`config.mk`:
```
export PLATFORM = sky130hd
export DESIGN_NAME = gate_drive_top
export DESIGN_NICKNAME = d
export VERILOG_FILES = /design/src/gate_drive_pkg.sv /design/src/sync_bits.sv /design/src/phase_drive.sv /design/src/gate_drive_top.sv
export SDC_FILE = /design/constraint.sdc
export NUM_CORES = 1
export LEC_CHECK = 0
export CAP_MARGIN = 10
export CORE_ASPECT_RATIO = 1.2
export CORE_MARGIN = 5
export CORE_UTILIZATION = 54
export DETAILED_ROUTE_END_ITERATION = 10
export DONT_BUFFER_PORTS = 1
export GPL_ROUTABILITY_DRIVEN = 0
export PLACE_DENSITY = 0.72
export SKIP_CTS_REPAIR_TIMING = 1
export SYNTH_ARGS = -nofsm -noshare
export SYNTH_HDL_FRONTEND = slang
export SYNTH_SLANG_ARGS = --single-unit
```
`constraint.sdc`:
```
create_clock -name core_clk -period 1.95 [get_ports core_clk]
set_input_delay 0.2925 -clock core_clk [delete_from_list [all_inputs] [get_ports core_clk]]
set_output_delay 0.2925 -clock core_clk [all_outputs]
set_load 0.01 [all_outputs]
```
`src/gate_drive_pkg.sv`:
```
// Constants, types and register map for the three-phase gate drive logic.
// Assumes a single 100 MHz core clock and a classic Wishbone register bus.
// Behaviour
// RQ1: Six gate outputs, high and low per phase, each driven by its own input.
// RQ2: Each phase accepts its own independent PWM command pair.
// RQ3: Two shared chop inputs give high-side, low-side or fast-decay chopping.
// RQ4: Faults are reported to the controller on two flag outputs.
// RQ5: Fault details sit in a register, read out serially over the flags.
// RQ6: Stop-on-fault input decides whether device or controller acts on faults; undervoltage kills the outputs regardless.
// RQ7: Top-off pump of a phase runs only after its high side is on.
// RQ8: Low gate high turns low switch on; low turns it off.
// RQ9: High gate high turns high switch on; low turns it off.
// RQ10: Resistor mode inserts a programmed dead interval between complementary outputs.
// RQ11: Logic-supply mode uses a default dead interval of 6 us.
// RQ12: Ground mode disables dead time; outputs follow input timing.
// RQ13: In ground mode the controller must avoid shorting the supply.
// RQ14: Never both outputs of a phase, except ground mode with override high.
// RQ15: High chop low turns active high sides off, complementary low sides on.
// RQ16: Low chop low turns active low sides off, complementary high sides on.
// RQ17: Coast low forces all six outputs low, faults stay latched.
// RQ18: Phase, chop and coast inputs are synchronised before lockout logic.
// RQ19: Dead interval counted in clock cycles from the complementary output falling.
package gate_drive_pkg;

	////////////////////////////////////////////////////////////////////////////////
	// Timing
	localparam int unsigned CLK_PERIOD_NS       = 10;
	localparam int unsigned DEAD_DEFAULT_NS     = 6000;
	localparam int unsigned DEAD_DEFAULT_CYCLES = DEAD_DEFAULT_NS / CLK_PERIOD_NS;
	localparam int unsigned DEAD_W              = 16;
	localparam logic [15:0] DEAD_DEFAULT_COUNT  = 16'(DEAD_DEFAULT_CYCLES);
	localparam logic [15:0] RES_DEAD_RESET      = 16'h0064;

	////////////////////////////////////////////////////////////////////////////////
	// Dead-time pin modes
	localparam logic [1:0] DT_GROUND   = 2'h0;
	localparam logic [1:0] DT_RESISTOR = 2'h1;
	localparam logic [1:0] DT_LOGIC    = 2'h2;

	////////////////////////////////////////////////////////////////////////////////
	// Register map, byte addresses
	localparam logic [7:0] CTRL_OFS   = 8'h00;
	localparam logic [7:0] STATUS_OFS = 8'h04;
	localparam logic [7:0] MASK_OFS   = 8'h08;
	localparam logic [7:0] FAULT_OFS  = 8'h0C;
	localparam logic [7:0] STATE_OFS  = 8'h10;

	localparam int unsigned CTRL_COUNT_LSB = 0;
	localparam int unsigned CTRL_COAST_BIT = 16;

	localparam int unsigned EVT_W          = 3;
	localparam int unsigned EVT_FAULT_BIT  = 0;
	localparam int unsigned EVT_LOCK_BIT   = 1;
	localparam int unsigned EVT_COAST_BIT  = 2;
	localparam logic [2:0]  MASK_RESET     = 3'h0;

	localparam int unsigned FAULT_W        = 8;
	localparam int unsigned FAULT_UV_BIT   = 0;
	localparam int unsigned FAULT_OT_BIT   = 1;
	localparam int unsigned FAULT_SHORT_LSB = 2;
	localparam int unsigned FAULT_STOP_BIT = 8;
	localparam logic [2:0]  READ_LAST_BIT  = 3'h7;

	localparam int unsigned SYNC_W         = 24;

	////////////////////////////////////////////////////////////////////////////////
	// Types
	typedef enum logic [2:0] {
		RD_IDLE  = 3'b001,
		RD_SHIFT = 3'b010,
		RD_DONE  = 3'b100
	} fault_read_e;

	typedef struct packed {
		logic high_chop;
		logic low_chop;
		logic coast_n;
		logic override;
	} chop_s;

	typedef struct packed {
		logic high;
		logic low;
	} gate_pair_s;

endpackage : gate_drive_pkg

```
`src/sync_bits.sv`:
```
// Two-flop synchroniser for a bus of independent level inputs.
// Assumes each bit is a slow level; no word coherence is implied.
`timescale 1ns/1ps
module sync_bits #(
	parameter int unsigned W = 1
) (
	input  wire logic         core_clk,
	input  wire logic         reset_n,
	input  wire logic [W-1:0] async_in,
	output logic      [W-1:0] sync_out
);

	logic [W-1:0] meta_reg;

	always_ff @(posedge core_clk or negedge reset_n) begin
		if (!reset_n) begin
			meta_reg <= '0;
			sync_out <= '0;
		end else begin
			meta_reg <= async_in;
			sync_out <= meta_reg;
		end
	end

endmodule : sync_bits

```
`src/phase_drive.sv`:
```
// One bridge phase: command decode, lockout, dead interval, top-off pump gate.
// Assumes synchronised inputs and a fixed dead-time mode per operating period.
`timescale 1ns/1ps
module phase_drive (
	input  wire logic                     core_clk,
	input  wire logic                     reset_n,
	input  wire logic                     cmd_high,
	input  wire logic                     cmd_low,
	input  wire gate_drive_pkg::chop_s    chop,
	input  wire logic [1:0]               dead_mode,
	input  wire logic [15:0]              res_dead_count,
	input  wire logic                     kill,
	output gate_drive_pkg::gate_pair_s    gate,
	output logic                          pump_en,
	output logic                          lockout_evt
);

	logic        want_h;
	logic        want_l;
	logic        dt_on;
	logic        high_next;
	logic        low_next;
	logic [15:0] dead_len;
	logic [15:0] dead_load;
	logic [15:0] dead_cnt_reg;

	always_comb begin
		want_h = 1'b0;
		want_l = 1'b0;
		case ({cmd_high, cmd_low})
			2'b10: begin
				want_h = chop.high_chop; // RQ15
				want_l = ~chop.high_chop; // RQ15
			end
			2'b01: begin
				want_h = ~chop.low_chop; // RQ16
				want_l = chop.low_chop; // RQ16
			end
			2'b11: begin
				if (dead_mode == gate_drive_pkg::DT_GROUND) begin
					case ({chop.high_chop, chop.low_chop})
						2'b10: want_h = 1'b1;
						2'b01: want_l = 1'b1;
						2'b11: begin
							want_h = chop.override; // RQ14
							want_l = chop.override; // RQ14
						end
						default: ;
					endcase
				end
			end
			default: ;
		endcase
		if (!chop.coast_n || kill) begin
			want_h = 1'b0; // RQ17
			want_l = 1'b0; // RQ17
		end
	end

	assign dt_on = (dead_mode != gate_drive_pkg::DT_GROUND); // RQ12
	assign dead_len = (dead_mode == gate_drive_pkg::DT_RESISTOR) ? res_dead_count // RQ10
		: gate_drive_pkg::DEAD_DEFAULT_COUNT; // RQ11
	assign dead_load = (dead_len == 16'h0000) ? 16'h0000 : dead_len - 16'h0001; // RQ19

	always_comb begin
		if (dt_on) begin
			high_next = want_h & (gate.high | (~gate.low & (dead_cnt_reg == 16'h0000))); // RQ14
			low_next  = want_l & (gate.low | (~gate.high & (dead_cnt_reg == 16'h0000))); // RQ14
		end else begin
			high_next = want_h; // RQ12
			low_next  = want_l; // RQ12
		end
	end

	always_ff @(posedge core_clk or negedge reset_n) begin
		if (!reset_n) begin
			gate <= '0;
		end else begin
			gate.high <= high_next; // RQ9
			gate.low  <= low_next; // RQ8
		end
	end

	always_ff @(posedge core_clk or negedge reset_n) begin
		if (!reset_n) begin
			dead_cnt_reg <= 16'h0000;
		end else if ((gate.high & ~high_next) | (gate.low & ~low_next)) begin
			dead_cnt_reg <= dead_load; // RQ19
		end else if (dead_cnt_reg != 16'h0000) begin
			dead_cnt_reg <= dead_cnt_reg - 16'h0001; // RQ19
		end
	end

	always_ff @(posedge core_clk or negedge reset_n) begin
		if (!reset_n) begin
			pump_en     <= 1'b0;
			lockout_evt <= 1'b0;
		end else begin
			pump_en     <= gate.high & high_next; // RQ7
			lockout_evt <= cmd_high & cmd_low & ~(want_h | want_l) & chop.coast_n & ~kill;
		end
	end

endmodule : phase_drive

```
`src/gate_drive_top.sv`:
```
// Three-phase gate drive control with fault flags, serial fault word and Wishbone registers.
// Assumes a 100 MHz core clock; analog fault detectors deliver level inputs.
//
// Design decisions made here: register access over Wishbone and the register addresses.
`timescale 1ns/1ps
module gate_drive_top (
	input  wire logic        core_clk,
	input  wire logic        reset_n,
	input  wire logic        wb_cyc_i,
	input  wire logic        wb_stb_i,
	input  wire logic        wb_we_i,
	input  wire logic [7:0]  wb_adr_i,
	input  wire logic [3:0]  wb_sel_i,
	input  wire logic [31:0] wb_dat_i,
	output logic      [31:0] wb_dat_o,
	output logic             wb_ack_o,
	input  wire logic [2:0]  phase_high_cmd,
	input  wire logic [2:0]  phase_low_cmd,
	input  wire logic        high_side_chop_in,
	input  wire logic        low_side_chop_in,
	input  wire logic        coast_n,
	input  wire logic        cross_conduction_override,
	input  wire logic [1:0]  dead_time_set_pin,
	input  wire logic        stop_on_fault,
	input  wire logic        fault_clear_n,
	input  wire logic        fault_read_en,
	input  wire logic        fault_read_shift,
	input  wire logic        fault_uv,
	input  wire logic        fault_ot,
	input  wire logic [5:0]  fault_short,
	output logic      [2:0]  high_side_gate_out,
	output logic      [2:0]  low_side_gate_out,
	output logic      [2:0]  topoff_pump_en,
	output logic             fault_flag_one,
	output logic             fault_flag_two,
	output logic             irq
);

	////////////////////////////////////////////////////////////////////////////////
	// Input synchronisation
	logic [gate_drive_pkg::SYNC_W-1:0] raw_in;
	logic [gate_drive_pkg::SYNC_W-1:0] sync_in;
	logic [2:0]                        s_high_cmd;
	logic [2:0]                        s_low_cmd;
	gate_drive_pkg::chop_s             s_chop;
	logic [1:0]                        s_dead_mode;
	logic                              s_esf;
	logic                              s_clear_n;
	logic                              s_read_en;
	logic                              s_read_shift;
	logic                              s_uv;
	logic                              s_ot;
	logic [5:0]                        s_short;

	assign raw_in = {phase_high_cmd, phase_low_cmd, high_side_chop_in, low_side_chop_in,
		coast_n, cross_conduction_override, dead_time_set_pin, stop_on_fault,
		fault_clear_n, fault_read_en, fault_read_shift, fault_uv, fault_ot, fault_short};

	sync_bits #(
		.W (gate_drive_pkg::SYNC_W)
	) u_sync (
		.core_clk (core_clk),
		.reset_n  (reset_n),
		.async_in (raw_in),
		.sync_out (sync_in)
	); // RQ18

	assign {s_high_cmd, s_low_cmd, s_chop, s_dead_mode, s_esf, s_clear_n, s_read_en,
		s_read_shift, s_uv, s_ot, s_short} = sync_in;

	////////////////////////////////////////////////////////////////////////////////
	// Register state
	logic [15:0]                       res_dead_reg;
	logic                              soft_coast_reg;
	logic [gate_drive_pkg::EVT_W-1:0]  status_reg;
	logic [gate_drive_pkg::EVT_W-1:0]  mask_reg;
	logic                              ack_reg;
	logic [31:0]                       dat_reg;
	logic                              bus_take;
	logic                              bus_write;
	logic                              rd_status;
	logic [31:0]                       wmask;
	logic [31:0]                       ctrl_word;
	logic [31:0]                       rd_word;

	////////////////////////////////////////////////////////////////////////////////
	// Fault state
	logic [gate_drive_pkg::FAULT_W-1:0] fault_now;
	logic [gate_drive_pkg::FAULT_W-1:0] fault_reg;
	logic                               stop_reg;
	logic                               stop_set;
	logic                               fault_clear;
	logic                               kill;
	logic                               coast_d_reg;
	logic                               shift_d_reg;
	logic                               shift_rise;
	gate_drive_pkg::fault_read_e        rd_state_reg;
	logic [gate_drive_pkg::FAULT_W-1:0] rd_shift_reg;
	logic [2:0]                         rd_cnt_reg;
	logic                               ff1_reg;
	logic                               ff2_reg;

	////////////////////////////////////////////////////////////////////////////////
	// Phases
	gate_drive_pkg::gate_pair_s gate [3];
	logic [2:0]                 lockout;
	logic [gate_drive_pkg::EVT_W-1:0] evt;

	assign kill = stop_reg | s_uv | soft_coast_reg; // RQ6

	genvar gi;
	generate
		for (gi = 0; gi < 3; gi++) begin : g_phase
			phase_drive u_phase (
				.core_clk       (core_clk),
				.reset_n        (reset_n),
				.cmd_high       (s_high_cmd[gi]), // RQ2
				.cmd_low        (s_low_cmd[gi]), // RQ2
				.chop           (s_chop), // RQ3
				.dead_mode      (s_dead_mode),
				.res_dead_count (res_dead_reg),
				.kill           (kill),
				.gate           (gate[gi]),
				.pump_en        (topoff_pump_en[gi]),
				.lockout_evt    (lockout[gi])
			);
			assign high_side_gate_out[gi] = gate[gi].high; // RQ1
			assign low_side_gate_out[gi]  = gate[gi].low; // RQ1
		end
	endgenerate

	////////////////////////////////////////////////////////////////////////////////
	// Fault latching
	assign fault_now = {s_short, s_ot, s_uv};
	assign fault_clear = ~s_clear_n;
	assign stop_set = s_esf & (s_ot | (|s_short)); // RQ6

	always_ff @(posedge core_clk or negedge reset_n) begin
		if (!reset_n) begin
			fault_reg <= '0;
		end else begin
			fault_reg <= fault_now | (fault_clear ? '0 : fault_reg); // RQ5
		end
	end

	always_ff @(posedge core_clk or negedge reset_n) begin
		if (!reset_n) begin
			stop_reg <= 1'b0;
		end else begin
			stop_reg <= stop_set | (stop_reg & ~fault_clear); // RQ6
		end
	end

	////////////////////////////////////////////////////////////////////////////////
	// Serial fault word readout over the flags
	always_ff @(posedge core_clk or negedge reset_n) begin
		if (!reset_n) begin
			shift_d_reg <= 1'b0;
			coast_d_reg <= 1'b0;
		end else begin
			shift_d_reg <= s_read_shift;
			coast_d_reg <= s_chop.coast_n;
		end
	end

	assign shift_rise = s_read_shift & ~shift_d_reg;

	always_ff @(posedge core_clk or negedge reset_n) begin
		if (!reset_n) begin
			rd_state_reg <= gate_drive_pkg::RD_IDLE;
			rd_shift_reg <= '0;
			rd_cnt_reg   <= 3'h0;
		end else begin
			case (rd_state_reg)
				gate_drive_pkg::RD_IDLE: begin
					if (s_read_en) begin
						rd_shift_reg <= fault_reg; // RQ5
						rd_cnt_reg   <= 3'h0;
						rd_state_reg <= gate_drive_pkg::RD_SHIFT;
					end
				end
				gate_drive_pkg::RD_SHIFT: begin
					if (!s_read_en) begin
						rd_state_reg <= gate_drive_pkg::RD_IDLE;
					end else if (shift_rise) begin
						rd_shift_reg <= {rd_shift_reg[gate_drive_pkg::FAULT_W-2:0], 1'b0}; // RQ5
						rd_cnt_reg   <= rd_cnt_reg + 3'h1;
						if (rd_cnt_reg == gate_drive_pkg::READ_LAST_BIT) begin
							rd_state_reg <= gate_drive_pkg::RD_DONE;
						end
					end
				end
				gate_drive_pkg::RD_DONE: begin
					if (!s_read_en) begin
						rd_state_reg <= gate_drive_pkg::RD_IDLE;
					end
				end
				default: rd_state_reg <= gate_drive_pkg::RD_IDLE;
			endcase
		end
	end

	always_ff @(posedge core_clk or negedge reset_n) begin
		if (!reset_n) begin
			ff1_reg <= 1'b0;
			ff2_reg <= 1'b0;
		end else begin
			case (rd_state_reg)
				gate_drive_pkg::RD_SHIFT: begin
					ff1_reg <= rd_shift_reg[gate_drive_pkg::FAULT_W-1]; // RQ5
					ff2_reg <= 1'b1;
				end
				gate_drive_pkg::RD_DONE: begin
					ff1_reg <= 1'b0;
					ff2_reg <= 1'b1;
				end
				default: begin
					ff1_reg <= stop_reg | (|fault_reg[gate_drive_pkg::FAULT_W-1:1]); // RQ4
					ff2_reg <= fault_reg[gate_drive_pkg::FAULT_UV_BIT]; // RQ4
				end
			endcase
		end
	end

	assign fault_flag_one = ff1_reg;
	assign fault_flag_two = ff2_reg;

	////////////////////////////////////////////////////////////////////////////////
	// Events and interrupt
	always_comb begin
		evt = '0;
		evt[gate_drive_pkg::EVT_FAULT_BIT] = |(fault_now & ~fault_reg);
		evt[gate_drive_pkg::EVT_LOCK_BIT]  = |lockout;
		evt[gate_drive_pkg::EVT_COAST_BIT] = coast_d_reg & ~s_chop.coast_n;
	end

	always_ff @(posedge core_clk or negedge reset_n) begin
		if (!reset_n) begin
			status_reg <= '0;
		end else begin
			status_reg <= evt | (rd_status ? '0 : status_reg);
		end
	end

	assign irq = |(status_reg & mask_reg);

	////////////////////////////////////////////////////////////////////////////////
	// Wishbone slave
	assign bus_take  = wb_cyc_i & wb_stb_i & ~ack_reg;
	assign bus_write = bus_take & wb_we_i;
	assign rd_status = bus_take & ~wb_we_i & (wb_adr_i == gate_drive_pkg::STATUS_OFS);
	assign wmask     = {{8{wb_sel_i[3]}}, {8{wb_sel_i[2]}}, {8{wb_sel_i[1]}}, {8{wb_sel_i[0]}}};
	assign ctrl_word = {15'h0000, soft_coast_reg, res_dead_reg};

	always_ff @(posedge core_clk or negedge reset_n) begin
		if (!reset_n) begin
			res_dead_reg   <= gate_drive_pkg::RES_DEAD_RESET;
			soft_coast_reg <= 1'b0;
			mask_reg       <= gate_drive_pkg::MASK_RESET;
		end else if (bus_write) begin
			case (wb_adr_i)
				gate_drive_pkg::CTRL_OFS: begin
					res_dead_reg   <= (res_dead_reg & ~wmask[15:0]) | (wb_dat_i[15:0] & wmask[15:0]);
					soft_coast_reg <= wb_sel_i[2] ? wb_dat_i[gate_drive_pkg::CTRL_COAST_BIT]
						: soft_coast_reg;
				end
				gate_drive_pkg::MASK_OFS: begin
					if (wb_sel_i[0]) begin
						mask_reg <= wb_dat_i[gate_drive_pkg::EVT_W-1:0];
					end
				end
				default: ;
			endcase
		end
	end

	always_comb begin
		rd_word = 32'h0000_0000;
		case (wb_adr_i)
			gate_drive_pkg::CTRL_OFS:   rd_word = ctrl_word;
			gate_drive_pkg::STATUS_OFS: rd_word = {29'h0, status_reg};
			gate_drive_pkg::MASK_OFS:   rd_word = {29'h0, mask_reg};
			gate_drive_pkg::FAULT_OFS:  rd_word = {23'h0, stop_reg, fault_reg};
			gate_drive_pkg::STATE_OFS:  rd_word = {21'h0, topoff_pump_en, s_dead_mode,
				low_side_gate_out, high_side_gate_out};
			default:                    rd_word = 32'h0000_0000;
		endcase
	end

	always_ff @(posedge core_clk or negedge reset_n) begin
		if (!reset_n) begin
			ack_reg <= 1'b0;
			dat_reg <= 32'h0000_0000;
		end else begin
			ack_reg <= bus_take;
			if (bus_take && !wb_we_i) begin
				dat_reg <= rd_word;
			end
		end
	end

	assign wb_ack_o = ack_reg;
	assign wb_dat_o = dat_reg;

endmodule : gate_drive_top

```
==> key figures <==
Status
  • Status: finished, violations left
  • Failing checks: hold timing, setup timing

Pwr
  • Worst VDD drop: 773 µV
  • Sw frac: 0.311
  • Tot Pwr: 0.0117 W
  • Power density of the placed cells: 1100 mW/mm²
  • Switch Pwr: 0.00364 W
  • Flop pwr share: 0.419
  • Internal Pwr Total: 0.00805 W
  • Lkg Pwr: 4.98 nW
  • Combinational power share: 0.258
  • Power share of the clock group: 0.323

Yosys
  • Area contributors post-synth: dfrtp_1, mux2i_1, nand2_1
  • Netlist cell types: 63
  • Post-synth ARST share: 1.00
  • Synth warnings: 0
  • Synth Register Bits: 176
  • Most frequent cell after synthesis: dfrtp_1
  • Post-Syn Area: 0.00861 mm²
  • Sequential-to-total area share from yosys stat: 0.512
  • Post-synth EDFFs: 0
  • Post-Synthesis Cells: 803
  • Post-synth top area share: 0.500
  • Synth top cells by count: dfrtp_1, nand2_1, mux2i_1
  • Ys flop type: dfrtp_1
  • Synthesized area per cell: 10.7 µm²
  • Synth area leader: dfrtp_1

Detailed routing
  • DRT iter0 DRCs: 418
  • Met2 WL: 11600 µm
  • Via/cell ratio: 5.77
  • DRC Markers: 0
  • WL final: 21500 µm
  • Pre-antenna DRT Iters: 5
  • WL met3: 1150 µm
  • Final ANT Viol Nets: 0
  • DR WL/cell: 19.1 µm
  • Met1 wire length: 7890 µm
  • Vias: 6510
  • Max Used Layer: met5

Clock network
  • Clock buffer depth: 2
  • CTS Sinks: 176
  • CTS tree: built
  • # H-tree levels: 4
  • TritonCTS Buffers: 17
  • Clk_lat worst skew: 0.44 ns
  • Root Buffer: clkbuf_16
  • Clk slew on worst S/H paths: 0.07 ns

Timing
  • Worst slew pin tran: 0.625 ns
  • Max-slew violations: 0
  • Clock skew: 0.0101 ns
  • Setup Viol. Count Final: 18
  • Minimum clock period: 2.01 ns
  • FMAX: 497 MHz
  • Final hold viol count: 176
  • Ratio of final minimum period to clock period: 1.03
  • Relative slew slack: 0.584
  • Hold_ws: -0.450 ns
  • PnR worst setup slack: -0.0633 ns
  • RSZ-0062 raised after global routing: true

Critical path
  • WS Path Type: reg2reg
  • Worst path cell trace: or4_4 -> or3_4 -> o31a_1 -> a41oi_2 -> mux2i_1
  • R2R Setup Slk: -0.06 ns
  • Crit path capture type: flip-flop
  • Crit Path Max Fanout: 4
  • Critical path launch point type: flip-flop
  • CP arrival: 2.32 ns
  • Launching point of the worst reg2reg path: g_phase[2].u_phase.dead_cnt_reg[2]$_DFFE_PN0P_
  • R2r worst-path depth: 5
  • Critical path required time: 2.26 ns
  • Slowest stage cell, crit path: or4_4
  • Worst path max stage delay: 0.57 ns
  • Worst r2r dst: g_phase[2].u_phase.dead_cnt_reg[9]$_DFFE_PN0P_

Floorplanning
  • Die area: 0.0186 mm²
  • Site Rows: 50
  • Initial Util: 0.550
  • Core area: 0.0156 mm²
  • Die Y-Extent: 148 µm
  • Die span in x: 125 µm
  • Ports: 118

Place
  • Post-DP HPWL: 15200 µm
  • Count of input and output buffers: 0
  • Dpl ws: -0.135 ns

Flow run
  • Max_cap viols: 0

Cells and area
  • Share of cells above drive strength 1: 0.230
  • Area delta synth->final: 23.2%
  • Core Util, Final: 0.678
  • Area of the multi-input gates: 0.00415 mm²
  • Number of flip-flops in the largest register: 48
  • Reg area: 0.00441 mm²
  • Filler cells: 1146
  • Fin nets: 990
  • Ant diodes: 0

Hold path
  • Worst min path class: in2async

Global routing
  • GRT Residual Overflow: 0
  • Largest net degree at the start of global routing: 177
  • GRT Total Usage: 0.229
  • Vias in the first global route: 6580
  • First-pass GRT wire length: 33600 µm
  • Initial antenna violation count: 1
-- how the worst max path moves through the flow --
stage,from,end,cells past startpoint,slack (ns)
3_5_place_dp,u_sync.sync_out[13]$_DFF_PN0_,g_phase[2].u_phase.dead_cnt_reg[5]$_DFFE_PN0P_,9,-0.13
2_1_floorplan,g_phase[1].u_phase.dead_cnt_reg[10]$_DFFE_PN0P_,g_phase[1].u_phase.dead_cnt_reg[15]$_DFFE_PN0P_,5,0.006
6_report,g_phase[2].u_phase.dead_cnt_reg[2]$_DFFE_PN0P_,g_phase[2].u_phase.dead_cnt_reg[9]$_DFFE_PN0P_,5,-0.06
3_3_place_gp,u_sync.sync_out[13]$_DFF_PN0_,g_phase[0].u_phase.dead_cnt_reg[5]$_DFFE_PN0P_,9,-0.07
5_1_grt,g_phase[1].u_phase.dead_cnt_reg[10]$_DFFE_PN0P_,g_phase[1].u_phase.dead_cnt_reg[15]$_DFFE_PN0P_,5,-0.16
4_1_cts,u_sync.sync_out[13]$_DFF_PN0_,g_phase[2].u_phase.dead_cnt_reg[5]$_DFFE_PN0P_,9,-0.15
-- placed cells by master (no fill, tap or decap), types with 18 or more instances in the layout --
cell type / count
nor3_1: 18
nand2_1: 91
clkbuf_16: 19
dlygate4sd3_1: 27
mux2_2: 24
inv_1: 24
xnor2_1: 24
nand3_1: 19
dfrtp_1: 172
nor2_1: 43
o21ai_0: 39
buf_4: 77
mux2i_1: 70
-- per-layer routing --
metal / GRT usage / up-vias
li1: - / 3032
met1: 0.254 / 3216
met2: 0.420 / 205
met3: 0.0560 / 55
met4: 0.0954 / 2
met5: 0 / -
-- worst max-delay path, delay by kind of cell, from the launching register on --
family | cells | cell delay (ns)
simple gates | 2 | 1.01
compound gates | 2 | 0.40
flops | 1 | 0.38
mux | 1 | 0.10
-- logic make-up (layout without fill, tap and decap cells) --
group | count (synthesis) | after routing | share of synthesized area
and+or+nand+nor | 306 | 306 | 0.196
DFF | 176 | 176 | 0.512
muxes | 99 | 99 | 0.123
adders and majority gates | 10 | 10 | 0.0145
buffers and inverters | 71 | 174 | 0.0411
AOI/OAI and AO/OA | 107 | 107 | 0.0789
other | 1 | 15 | 0.000436
xor gates and xnor gates | 33 | 33 | 0.0336
-- stage by stage --
| step | TNS, ns | cell area (µm²) | cells |
|---|---|---|---|
| 2_1_floorplan | 0 | 8670 | 817 |
| 3_3_place_gp | -0.610 | 9280 | 1057 |
| 3_5_place_dp | -3.50 | 9280 | 1057 |
| 4_1_cts | -3.67 | 9940 | 1089 |
| 5_1_grt | -2.22 | 10600 | 1128 |
| 6_report | -0.518 | 10600 | 1128 |
-- power by group through the flow --
stage                     clock [W]  combinational (W)  sequential (W)
after floorplan                   0            0.00192         0.00483
after global placement            0            0.00255         0.00485
after detailed placement          0            0.00271         0.00491
after CTS                   0.00383            0.00273         0.00484
after global routing        0.00399            0.00334         0.00498
final                       0.00377            0.00302         0.00490
-- final cells by class --
type	count	area share
clock buffer	18	0.0405
tap	208	0.0245
clock inverter	14	0.0212
multi-input combinational	570	0.392
timing repair buffer	115	0.0968
inverter	27	0.00956
sequential	176	0.416
Note: power is estimated with default switching activity, not from simulation.
